`src/include/ast_pkg.sv`:
```
// constants for the asynchronous serial transceiver
package ast_pkg;
    // register byte addresses
    localparam logic [7:0] status_port_addr = 8'h00;
    localparam logic [7:0] data_port_addr = 8'h04;
    localparam logic [7:0] control_port_one_addr = 8'h08;
    localparam logic [7:0] control_port_two_addr = 8'h0c;
    // status_port bits
    localparam int st_tx_buf_empty = 7;
    localparam int st_tx_done_flag = 6;
    localparam int st_rx_buf_full = 5;
    localparam int st_overrun = 3;
    localparam int st_noise = 2;
    localparam int st_frame = 1;
    // control_port_one bits
    localparam int c1_rx_ninth_bit = 7;
    localparam int c1_tx_ninth_bit = 6;
    localparam int c1_nine_bit = 4;
    // control_port_two bits
    localparam int c2_tx_empty_irq_en = 7;
    localparam int c2_tx_done_irq_en = 6;
    localparam int c2_rx_full_irq_en = 5;
    localparam int c2_tx_enable = 3;
    localparam int c2_rx_enable = 2;
    localparam int c2_send_break = 0;
    // reset values
    localparam logic [7:0] status_rst = 8'hc0;
    localparam logic [7:0] ctrl_rst = 8'h00;
    // oversampling, data bit counts and preamble lengths
    localparam logic [3:0] os_last = 4'hf;
    localparam logic [3:0] os_mid = 4'h7;
    localparam logic [3:0] bits_eight = 4'h8;
    localparam logic [3:0] bits_nine = 4'h9;
    localparam logic [3:0] idle_eight = 4'ha;
    localparam logic [3:0] idle_nine = 4'hb;
    typedef enum logic [2:0] {ast_tx_off, ast_tx_idle, ast_tx_pre, ast_tx_start, ast_tx_data,
        ast_tx_stop, ast_tx_brk, ast_tx_brk_end} ast_tx_t;
    typedef enum logic [1:0] {ast_rx_hunt, ast_rx_start, ast_rx_data, ast_rx_stop} ast_rx_t;
endpackage

```
`src/hw/ast_uart.sv`:
```
// asynchronous serial transceiver core with apb registers
//
// Local design decisions: register access over APB and the register offsets.
`timescale 1ns/1ps
`default_nettype none
module ast_uart (
    input wire logic pclk,
    input wire logic presetn,
    input wire logic psel,
    input wire logic penable,
    input wire logic pwrite,
    input wire logic [7:0] paddr,
    input wire logic [31:0] pwdata,
    output logic [31:0] prdata,
    output logic pready,
    output logic pslverr,
    input wire logic tx_tick,
    input wire logic rx_tick,
    input wire logic cpu_irq_masked,
    input wire logic serial_in_pin,
    output logic serial_out,
    output logic serial_out_oe,
    output logic irq
);
    // apb decode
    wire acc = psel && penable;
    wire wr = acc && pwrite;
    wire rd = acc && !pwrite;
    wire hit_st = paddr == ast_pkg::status_port_addr;
    wire hit_dt = paddr == ast_pkg::data_port_addr;
    wire hit_c1 = paddr == ast_pkg::control_port_one_addr;
    wire hit_c2 = paddr == ast_pkg::control_port_two_addr;
    wire mapped = hit_st || hit_dt || hit_c1 || hit_c2;
    wire st_acc = acc && hit_st;
    wire dt_wr = wr && hit_dt;
    wire dt_rd = rd && hit_dt;
    wire c2_wr = wr && hit_c2;

    logic [7:0] c1_q, c2_q;
    logic tx_buf_empty_q, tc_q, rx_buf_full_q, or_q, nf_q, fe_q;
    logic tx_armed_q, rx_armed_q;
    logic [8:0] rx_buf_q;
    wire nine = c1_q[ast_pkg::c1_nine_bit];
    wire te = c2_q[ast_pkg::c2_tx_enable];
    wire re = c2_q[ast_pkg::c2_rx_enable];
    wire brk = c2_q[ast_pkg::c2_send_break];
    wire te_new = c2_wr && pwdata[ast_pkg::c2_tx_enable];
    wire te_fall = c2_wr && !pwdata[ast_pkg::c2_tx_enable] && te;
    wire [3:0] nbits = nine ? ast_pkg::bits_nine : ast_pkg::bits_eight;
    wire [3:0] nidle = nine ? ast_pkg::idle_nine : ast_pkg::idle_eight;

    // transmitter
    ast_pkg::ast_tx_t tx_q, tx_d;
    logic [3:0] tos_q;
    logic [3:0] tcnt_q;
    logic [8:0] tsh_q;
    logic [8:0] thold_q;
    logic thfull_q, pre_pend_q;
    wire tbit = tx_tick && tos_q == ast_pkg::os_last;
    wire tx_busy = tx_q != ast_pkg::ast_tx_off && tx_q != ast_pkg::ast_tx_idle;
    wire [8:0] wdata = {c1_q[ast_pkg::c1_tx_ninth_bit] && nine, pwdata[7:0]};
    wire direct_load = dt_wr && tx_q == ast_pkg::ast_tx_idle && !brk;
    wire char_end = tbit && tx_q == ast_pkg::ast_tx_stop;
    wire take_hold = thfull_q && !pre_pend_q && !brk && tx_q == ast_pkg::ast_tx_idle;
    wire txdone_ev = char_end && !thfull_q;
    // repeated breaks stay in one state, so the bit count must restart per break
    wire brk_wrap = tbit && tx_q == ast_pkg::ast_tx_brk && tcnt_q == nbits + 4'h1;
    logic tx_line;

    always_comb
    begin
        tx_d = tx_q;
        case (tx_q)
            ast_pkg::ast_tx_off: if (te) tx_d = ast_pkg::ast_tx_pre;
            ast_pkg::ast_tx_idle:
                if (brk) tx_d = ast_pkg::ast_tx_brk;
                else if (pre_pend_q) tx_d = ast_pkg::ast_tx_pre;
                else if (direct_load || take_hold) tx_d = ast_pkg::ast_tx_start;
            ast_pkg::ast_tx_pre: if (tbit && tcnt_q == nidle - 4'h1) tx_d = ast_pkg::ast_tx_idle;
            ast_pkg::ast_tx_start: if (tbit) tx_d = ast_pkg::ast_tx_data;
            ast_pkg::ast_tx_data: if (tbit && tcnt_q == nbits - 4'h1) tx_d = ast_pkg::ast_tx_stop;
            ast_pkg::ast_tx_stop: if (tbit) tx_d = ast_pkg::ast_tx_idle;
            ast_pkg::ast_tx_brk:
                if (tbit && tcnt_q == nbits + 4'h1) tx_d = brk ? ast_pkg::ast_tx_brk : ast_pkg::ast_tx_brk_end;
            ast_pkg::ast_tx_brk_end: if (tbit) tx_d = ast_pkg::ast_tx_idle;
            default: tx_d = ast_pkg::ast_tx_off;
        endcase
        if (!te && !tx_busy)
            tx_d = ast_pkg::ast_tx_off;
    end

    always_comb
    begin
        case (tx_q)
            ast_pkg::ast_tx_start: tx_line = 1'b0;
            ast_pkg::ast_tx_data: tx_line = tsh_q[0];
            ast_pkg::ast_tx_brk: tx_line = 1'b0;
            default: tx_line = 1'b1;
        endcase
    end

    always_ff @(posedge pclk or negedge presetn)
    begin
        if (!presetn)
        begin
            tx_q <= ast_pkg::ast_tx_off;
            tos_q <= 4'h0;
            tcnt_q <= 4'h0;
            tsh_q <= 9'h000;
            thold_q <= 9'h000;
            thfull_q <= 1'b0;
            pre_pend_q <= 1'b0;
        end
        else
        begin
            tx_q <= tx_d;
            // bit phase restarts whenever the state changes, so each bit is full length
            if (tx_d != tx_q)
                tos_q <= 4'h0;
            else if (tx_tick)
                tos_q <= tos_q + 4'h1;
            if (tx_d != tx_q || brk_wrap)
                tcnt_q <= 4'h0;
            else if (tbit)
                tcnt_q <= tcnt_q + 4'h1;
            if (direct_load)
                tsh_q <= wdata;
            else if (take_hold)
                tsh_q <= thold_q;
            else if (tbit && tx_q == ast_pkg::ast_tx_data)
                tsh_q <= {1'b0, tsh_q[8:1]};
            if (c2_wr && (te_new != te))
                thfull_q <= 1'b0;
            else if (dt_wr && !direct_load)
            begin
                thold_q <= wdata;
                thfull_q <= 1'b1;
            end
            else if (take_hold)
                thfull_q <= 1'b0;
            // preamble follows the current word when enable is re-raised mid-transfer
            if (c2_wr && te_new && !te && tx_busy)
                pre_pend_q <= 1'b1;
            else if (te_fall)
                pre_pend_q <= 1'b0;
            else if (tx_q == ast_pkg::ast_tx_idle)
                pre_pend_q <= 1'b0;
        end
    end

    // receiver: input synchroniser first
    logic rx_s1_q, rx_s2_q;
    ast_pkg::ast_rx_t rx_q;
    logic [3:0] ros_q;
    logic [3:0] rcnt_q;
    logic [8:0] rsh_q;
    logic [2:0] smp_q;
    logic rnoise_q;
    localparam logic [3:0] os_m1 = ast_pkg::os_mid - 4'h1;
    localparam logic [3:0] os_p1 = ast_pkg::os_mid + 4'h1;
    wire rsamp = rx_tick && (ros_q == os_m1 || ros_q == ast_pkg::os_mid || ros_q == os_p1);
    wire rbit_end = rx_tick && ros_q == ast_pkg::os_last;
    wire [2:0] smp_all = {smp_q[1:0], rx_s2_q};
    wire vote = (smp_q[0] & smp_q[1]) | (smp_q[0] & smp_q[2]) | (smp_q[1] & smp_q[2]);
    wire disagree = !(smp_q == 3'b000 || smp_q == 3'b111);
    wire rx_char = rbit_end && rx_q == ast_pkg::ast_rx_stop;
    wire [8:0] rword = nine ? rsh_q : {1'b0, rsh_q[8:1]};

    always_ff @(posedge pclk or negedge presetn)
    begin
        if (!presetn)
        begin
            rx_s1_q <= 1'b1;
            rx_s2_q <= 1'b1;
            rx_q <= ast_pkg::ast_rx_hunt;
            ros_q <= 4'h0;
            rcnt_q <= 4'h0;
            rsh_q <= 9'h000;
            smp_q <= 3'h0;
            rnoise_q <= 1'b0;
        end
        else
        begin
            rx_s1_q <= serial_in_pin;
            rx_s2_q <= rx_s1_q;
            if (rsamp)
                smp_q <= smp_all;
            if (!re)
                rx_q <= ast_pkg::ast_rx_hunt;
            else
                case (rx_q)
                    ast_pkg::ast_rx_hunt:
                        if (!rx_s2_q)
                        begin
                            rx_q <= ast_pkg::ast_rx_start;
                            ros_q <= 4'h0;
                            rnoise_q <= 1'b0;
                        end
                    ast_pkg::ast_rx_start:
                        if (rx_tick)
                        begin
                            ros_q <= ros_q + 4'h1;
                            if (rbit_end)
                            begin
                                rnoise_q <= disagree;
                                rcnt_q <= 4'h0;
                                // a start that votes high was a glitch
                                rx_q <= vote ? ast_pkg::ast_rx_hunt : ast_pkg::ast_rx_data;
                            end
                        end
                    ast_pkg::ast_rx_data:
                        if (rx_tick)
                        begin
                            ros_q <= ros_q + 4'h1;
                            if (rbit_end)
                            begin
                                rsh_q <= {vote, rsh_q[8:1]};
                                rnoise_q <= rnoise_q | disagree;
                                rcnt_q <= rcnt_q + 4'h1;
                                if (rcnt_q == nbits - 4'h1)
                                    rx_q <= ast_pkg::ast_rx_stop;
                            end
                        end
                    ast_pkg::ast_rx_stop:
                        if (rx_tick)
                        begin
                            ros_q <= ros_q + 4'h1;
                            if (rbit_end)
                                rx_q <= ast_pkg::ast_rx_hunt;
                        end
                    default: rx_q <= ast_pkg::ast_rx_hunt;
                endcase
        end
    end

    // flags and registers; hardware set wins over the software clear sequence
    wire tx_clr = tx_armed_q && dt_wr;
    wire rx_clr = rx_armed_q && dt_rd;
    wire tx_buf_empty_set = direct_load || take_hold || (tx_q == ast_pkg::ast_tx_idle && !thfull_q && te);
    wire rx_store = rx_char && !rx_buf_full_q;
    wire ovr_ev = rx_char && rx_buf_full_q;

    always_ff @(posedge pclk or negedge presetn)
    begin
        if (!presetn)
        begin
            c1_q <= ast_pkg::ctrl_rst;
            c2_q <= ast_pkg::ctrl_rst;
            tx_buf_empty_q <= ast_pkg::status_rst[ast_pkg::st_tx_buf_empty];
            tc_q <= ast_pkg::status_rst[ast_pkg::st_tx_done_flag];
            rx_buf_full_q <= 1'b0;
            or_q <= 1'b0;
            nf_q <= 1'b0;
            fe_q <= 1'b0;
            tx_armed_q <= 1'b0;
            rx_armed_q <= 1'b0;
            rx_buf_q <= 9'h000;
        end
        else
        begin
            if (wr && hit_c1)
                c1_q <= {c1_q[7], pwdata[6:0]};
            else if (rx_store && nine)
                c1_q[ast_pkg::c1_rx_ninth_bit] <= rword[8];
            if (c2_wr)
                c2_q <= pwdata[7:0];
            if (st_acc)
                tx_armed_q <= 1'b1;
            else if (dt_wr)
                tx_armed_q <= 1'b0;
            if (st_acc)
                rx_armed_q <= 1'b1;
            else if (dt_rd)
                rx_armed_q <= 1'b0;
            if (tx_buf_empty_set)
                tx_buf_empty_q <= 1'b1;
            else if (tx_clr || dt_wr)
                tx_buf_empty_q <= 1'b0;
            if (txdone_ev)
                tc_q <= 1'b1;
            else if (tx_clr)
                tc_q <= 1'b0;
            if (rx_store)
            begin
                rx_buf_q <= rword;
                rx_buf_full_q <= 1'b1;
                nf_q <= rnoise_q;
                fe_q <= !vote;
            end
            else if (rx_clr)
            begin
                rx_buf_full_q <= 1'b0;
                nf_q <= 1'b0;
                fe_q <= 1'b0;
            end
            if (ovr_ev)
                or_q <= 1'b1;
            else if (rx_clr)
                or_q <= 1'b0;
        end
    end

    wire [7:0] st_val = {tx_buf_empty_q, tc_q, rx_buf_full_q, 1'b0, or_q, nf_q, fe_q, 1'b0};
    wire [7:0] rd_mux = hit_st ? st_val : hit_dt ? rx_buf_q[7:0] : hit_c1 ? c1_q : hit_c2 ? c2_q : 8'h00;
    wire irq_d = !cpu_irq_masked && ((tx_buf_empty_q && c2_q[ast_pkg::c2_tx_empty_irq_en])
        || (tc_q && c2_q[ast_pkg::c2_tx_done_irq_en])
        || ((rx_buf_full_q || or_q) && c2_q[ast_pkg::c2_rx_full_irq_en]));

    // outputs registered; pready high from the first clock after reset, so reads come from a flop loaded at setup
    always_ff @(posedge pclk or negedge presetn)
    begin
        if (!presetn)
        begin
            prdata <= 32'h0000_0000;
            pready <= 1'b0;
            pslverr <= 1'b0;
            serial_out <= 1'b1;
            serial_out_oe <= 1'b0;
            irq <= 1'b0;
        end
        else
        begin
            prdata <= {24'h00_0000, rd_mux};
            pready <= 1'b1;
            pslverr <= psel && !penable && !mapped;
            serial_out <= tx_line;
            serial_out_oe <= tx_q != ast_pkg::ast_tx_off;
            irq <= irq_d;
        end
    end
endmodule // ast_uart
`default_nettype wire

```
`config.mk`:
```
export PLATFORM = sky130hd
export DESIGN_NAME = ast_uart
export DESIGN_NICKNAME = d
export VERILOG_FILES = /design/src/include/ast_pkg.sv /design/src/hw/ast_uart.sv
export SDC_FILE = /design/constraint.sdc
export NUM_CORES = 1
export LEC_CHECK = 0
export BUFFER_PORTS_ARGS = -buffer_cell sky130_fd_sc_hd__buf_2
export CAP_MARGIN = 10
export CELL_PAD_IN_SITES_DETAIL_PLACEMENT = 0
export CELL_PAD_IN_SITES_GLOBAL_PLACEMENT = 1
export CORE_MARGIN = 2
export CORE_UTILIZATION = 42
export CTS_BUF_LIST = sky130_fd_sc_hd__clkbuf_2 sky130_fd_sc_hd__clkbuf_4 sky130_fd_sc_hd__clkbuf_8
export CTS_CLUSTER_DIAMETER = 200
export DETAILED_ROUTE_END_ITERATION = 8
export PLACE_DENSITY = 0.76
export SLEW_MARGIN = 10
export SYNTH_ARGS = -nofsm -noshare
export SYNTH_HDL_FRONTEND = slang
export SYNTH_SLANG_ARGS = --single-unit
```
`constraint.sdc`:
```
create_clock -name pclk -period 1.8 [get_ports pclk]
set_input_delay 0.18 -clock pclk [delete_from_list [all_inputs] [get_ports pclk]]
set_output_delay 0.18 -clock pclk [all_outputs]
set_load 0.005 [all_outputs]
```
==> Yosys cells after proc, flatten, opt, wreduce, memory -nomap -nowiden <==
Index checks and enable logic that the tools add are counted.
{ "word_totals": {"register_bits": 101, "output_inout_bits": 37, "elab_cells": 263} }
{ "op_classes": {"n_addsub": 7, "n_eq_ne": 40, "mux": 71, "bitwise": 8, "n_reduce_logical": 104} }
{ "ops": {"columns": ["operator", "n"], "rows": [
  ["logical AND 1 bit", 49],
  ["two-way mux 4 bit", 10],
  ["two-way mux 9 bit", 4],
  ["two-way mux 8 bit", 4],
  ["two-way mux 3 bit", 10],
  ["two-way mux 1 bit", 27],
  ["!= test 3 bit (second input constant)", 8],
  ["one-hot mux 3 bit (7 select lines)", 1],
  ["adder 4 x 1 -> 4 bit (second input constant)", 5],
  ["two-way mux 2 bit", 10],
  ["nonzero test 2 bit", 9],
  ["== test 4 bit", 4],
  ["== test 8 x 4 -> 1 bit (second input constant)", 2],
  ["one-hot mux 4 bit (2 select lines)", 2],
  ["== test 3 bit (second input constant)", 5],
  ["nonzero test 3 bit", 5],
  ["zero test 1 bit", 14],
  ["logical OR 1 bit", 13],
  ["== test 4 bit (second input constant)", 3],
  ["!= test 2 bit (second input constant)", 5],
  ["== test 4 x 3 -> 1 bit (second input constant)", 2],
  ["== test 8 x 3 -> 1 bit (second input constant)", 1],
  ["zero test 8 bit", 1],
  ["one-hot mux 2 bit (4 select lines)", 1],
  ["other kinds (24)", 35]
]} }

==> Longest topological paths before layout <==
{ "logic_depth": {"depth_word": 14, "depth_mapped": 8, "depth_no_buf": 7} }

==> Worst setup path before layout <==
OpenSTA, ideal clock, no wires.
{ "synth_timing": {"path_type": "input port to flip-flop", "from": "input paddr[5]", "to": "register thfull_q", "setup_time_ns": 0.136, "arrival_ns": 1.881, "setup_slack_ns": -0.217, "stages": 8, "path_cell_list": "or4_4 nor2_1 nand4_1 clkbuf_1 nor2_1 ha_1 o22ai_1 nor2_1"} }
{ "synth_between": {"elab_chain_len": 8} }
{ "synth_rtl": {"columns": ["item", "line_no", "rtl"], "rows": [
  ["start, declared", "ast_uart.sv:12", "input wire logic [7:0] paddr,"],
  ["== test 8 x 3 -> 1 bit", "ast_uart.sv:30", "wire hit_dt = paddr == ast_pkg::data_port_addr;"],
  ["logical AND 1 bit", "ast_uart.sv:35", "wire dt_wr = wr && hit_dt;"],
  ["logical AND 1 bit (2 in a row)", "ast_uart.sv:62", "wire direct_load = dt_wr && tx_q == ast_pkg::ast_tx_idle && !brk;"],
  ["zero test 1 bit", "ast_uart.sv:134", "else if (dt_wr && !direct_load)"],
  ["logical AND 1 bit", "ast_uart.sv:134", null],
  ["two-way mux 1 bit", "ast_uart.sv:134", null],
  ["two-way mux 1 bit", "ast_uart.sv:132", "if (c2_wr && (te_new != te))"],
  ["end signal, assigned", "ast_uart.sv:133", "thfull_q <= 1'b0;"],
  ["end signal, assigned", "ast_uart.sv:137", "thfull_q <= 1'b1;"],
  ["end signal, assigned", "ast_uart.sv:140", "thfull_q <= 1'b0;"],
  ["end, declared", "ast_uart.sv:58", "logic thfull_q, pre_pend_q;"]
]} }
Several ways; a longest one is shown, not always the timed one.
A chain may end at the register's enable or synchronous reset.

==> Worst setup path after layout <==
{ "layout_timing": {"from": "register c2_q[0]", "to": "register tsh_q[7]"} }
{ "layout_between": {"elab_chain_len": 5} }
{ "layout_rtl": {"columns": ["item", "line_no", "rtl"], "rows": [
  ["start, declared", "ast_uart.sv:39", "logic [7:0] c1_q, c2_q;"],
  ["start signal, assigned", "ast_uart.sv:248", "c2_q <= ast_pkg::ctrl_rst;"],
  ["start signal, assigned", "ast_uart.sv:266", "c2_q <= pwdata[7:0];"],
  ["zero test 1 bit (*)", "ast_uart.sv:62, ast_uart.sv:64", null],
  ["logical AND 1 bit (2 in a row)", "ast_uart.sv:64", "wire take_hold = thfull_q && !pre_pend_q && !brk && tx_q == ast_pkg::ast_tx_idle;"],
  ["two-way mux 9 bit", "ast_uart.sv:128", "else if (take_hold)"],
  ["two-way mux 9 bit", "ast_uart.sv:126", "if (direct_load)"],
  ["end signal, assigned", "ast_uart.sv:127", "tsh_q <= wdata;"],
  ["end signal, assigned", "ast_uart.sv:129", "tsh_q <= thold_q;"],
  ["end signal, assigned", "ast_uart.sv:131", "tsh_q <= {1'b0, tsh_q[8:1]};"],
  ["end, declared", "ast_uart.sv:56", "logic [8:0] tsh_q;"]
]} }
Every way passes the cells marked *; elsewhere a longest branch is shown, timed or not.

==> flow_summary.yaml <==
run_status:
  status: "finished with violations"
  violations: "negative setup slack"
clocking:
  cts_tree: "yes"
  cts_buffers: 9
  clkTransAtPathRegs_ns: 0.10
  clock_path_buffers: 2
  clock-root-buffer: "clkbuf_8"
  htreeDepth: 3
  cts_num_sinks: 101
  clock_latency_ns: 0.38
placed_design:
  placed_area_mm2: 0.00589
  io_buffers: 37
  dp_slack_ns: -0.340
  dp_hpwl_mm: 8.59
  gp_congestion: 0.854
timing:
  fin_ws_ns: -0.0290
  hold_viol: 0
  min_period_ns: 1.83
  worst_pin_slew_ns: 0.513
  rsz0062_at_grt: "yes"
  fin_crit_sh_pct: 102
  clock_skew_ns: 0.0129
  setup_viol: 6
  slew_headroom_pct: 65.8
  fmax_ghz: 0.547
  finalMaxSlewViolations: 0
die:
  die_h_um: 115
  io_pins: 86
  die_x_um: 115
  rows: 40
  die-area_mm2: 0.0132
  start_util_pct: 43.1
  core_area_mm2: 0.0120
worst_setup_path:
  critPathCaptureType: "register"
  crit_path_max_fanout: 6
  crit_arrival_ns: 2.11
  worstPathRequired_ns: 2.08
  critPathKind: "reg2reg"
  cp-start-kind: "register"
logic_synthesis:
  yosys_warnings: 0
  yosysSeqAreaShare_pct: 48.9
  synth_compound_area_share_pct: 9.54
  ys_types: 59
  synthAdderAreaFrac_pct: 2.85
  async_reset_ff_share_pct: 100
  syn_area_per_cell_um2: 11.0
  yosys.area_share.simple_pct: 14.7
  synth_top_family_by_area: "multiplexers"
  yosys_register_bits: 101
  synthMuxAreaShare_pct: 16.5
  synthXorXnorAreaFrac_pct: 1.18
  synth_edf_count: 0
  mappedNetlistArea_mm2: 0.00518
  netlist_instances: 471
  synth_ff_type: "dfrtp_1"
pwr:
  power_switching_mw: 1.36
  power_density_mw_per_mm2: 750
  p_clk_share_pct: 30.2
  p_sw_share_pct: 28.1
  comb_power_share_pct: 17.7
  power.internal_mw: 3.49
  vdd_drop_max_mv: 0.336
  power.leakage_nw: 3.02
  power_frac_seq_pct: 52.1
cells_and_area:
  n_fill_cell: 1049
  final_cell_mix: "dfrtp_1, buf_4, nand2_1, mux2_2, buf_2"
  antennaDiodeCount: 0
  final_core_util_pct: 53.9
  areaGrowthSynthToFinish_pct: 24.8
  fin_nets: 628
  fin_area_mm2: 0.00647
  layout-drive-gt1-share_pct: 39.3
  final_common_cell: "dfrtp_1"
drt:
  drc_errors: 0
  vias_per_cell: 5.35
  first_pass_iters: 4
  wl_mm: 12.1
  dr_total_vias: 3854
  drt_first_iter_violations: 163
  wl_per_cell_um: 16.8
  ant_nets: 0
run:
  cap_viol_max_count: 0
worst_hold_path:
  hp-class: "in2reg"
global_routing:
  grt-ovfl-total: 0
  track_usage_pct: 19.1
  antenna_found_initial: 0
  grt_pass1_wl_mm: 19.6
  grt_max_degree: 39
  grt_pass1_vias: 3853
-- Yosys cell counts (all sizes together), types with 5 or more instances --
| library cell | number | area share (%) |
|---|---|---|
| dfrtp | 96 | 46 |
| mux2 | 47 | 10 |
| nand2 | 44 | 3.2 |
| o21ai | 33 | 3.2 |
| buf | 31 | 4.2 |
| nor2 | 22 | 1.6 |
| mux2i | 19 | 3.7 |
| clkbuf | 15 | 1.1 |
| nand3 | 14 | 1.4 |
| inv | 12 | 0.87 |
| ha | 11 | 2.7 |
| a21oi | 10 | 0.97 |
| nor3 | 9 | 0.87 |
| nor2b | 8 | 0.97 |
| nor3b | 7 | 1.0 |
| mux4 | 6 | 2.6 |
| nand4 | 6 | 0.72 |
| dfstp | 5 | 2.5 |
| o31ai | 5 | 0.72 |
-- per-layer routing --
metal | vias up | global-route usage, % | share of wire, %
met3 | 17 | 2.69 | 3.4
met1 | 1915 | 27.7 | 49
met4 | 0 | 7.15 | 2.0
met5 | - | 0 | 0
li1 | 1834 | - | -
met2 | 88 | 29.3 | 46
-- registers in the layout, summed over array words and instances, names as in the netlist, 2 cells and up --
signal    count
rcnt_q        4
rx_q          2
c2_q          8
smp_q         3
rx_buf_q      8
tx_q          3
tos_q         4
prdata        8
thold_q       9
c1_q          8
tcnt_q        4
ros_q         4
rsh_q         9
tsh_q         9
-- worst max-delay path, stage by stage (launching register included) --
cell and delay, ns:
dfrtp_1 0.44, buf_6 0.16, nor3b_4 0.25, and3_4 0.29, mux2_2 0.35, mux2i_1 0.16, o21ai_1 0.07
-- stage by stage --
| step | hold slack, ns | TNS (ns) | power, mW | std cells |
|---|---|---|---|---|
| final | 0.0422 | -0.0915 | 4.85 | 720 |
| after global placement | 0.179 | -6.66 | 3.29 | 689 |
| after CTS | 0.0270 | -0.648 | 4.83 | 712 |
| after global routing | 0.0457 | -1.48 | 5.09 | 720 |
| after detailed placement | 0.182 | -7.69 | 3.33 | 689 |
| after floorplan | -0.116 | -2.38 | 3.01 | 494 |
-- final cells by class --
type	instances	area (um^2)	share of cell area, %
inverters	12	45.0	0.696
well taps	147	184	2.84
repair buffers	108	861	13.3
multi-input cells	336	2650	41.0
flip-flops and latches	101	2530	39.2
clock inverters	6	62.6	0.967
clock buffers	10	131	2.03
-- kinds of logic after synthesis --
| group | after synthesis |
|---|---|
| other | 2 |
| AND/OR/NAND/NOR | 140 |
| multiplexers | 72 |
| adder cells (fa/ha/maj) | 12 |
| AO/OA/AOI/OAI | 79 |
| XOR/XNOR | 7 |
| buffers and inverters | 58 |
| flip-flops | 101 |
-- power by group through the flow --
| stage | Clock, mW | Sequential [mW] | Combinational, mW |
|---|---|---|---|
| final | 1.47 | 2.53 | 0.857 |
| after global routing | 1.59 | 2.55 | 0.952 |
| after CTS | 1.51 | 2.53 | 0.792 |
| after detailed placement | 0 | 2.57 | 0.759 |
| after global placement | 0 | 2.56 | 0.728 |
| after floorplan | 0 | 2.57 | 0.443 |
-- final timing paths --
check | end | slack, ns | from | depth (start not counted)
max in group asynchronous | rsh_q[7] | 0.83 | presetn | 3
min in group asynchronous | tos_q[1] | 0.31 | presetn | 2
min | tsh_q[7] | 0.04 | pwdata[7] | 3
max reg2reg | tsh_q[7] | -0.03 | c2_q[0] | 6
max | tsh_q[7] | -0.03 | c2_q[0] | 6
min reg2reg | rx_s2_q | 0.36 | rx_s1_q | 0
-- what timing repair did --
action / in CTS / in global routing
gates cloned: 0 / 3
setup endpoints to repair: 27 / 36
hold endpoints to repair: 30 / 0
hold buffers: 3 / 0
buffers inserted: 4 / 6
pin swaps: 5 / 20
gates resized for setup: 23 / 47
Power figures use the tool's default switching activity.
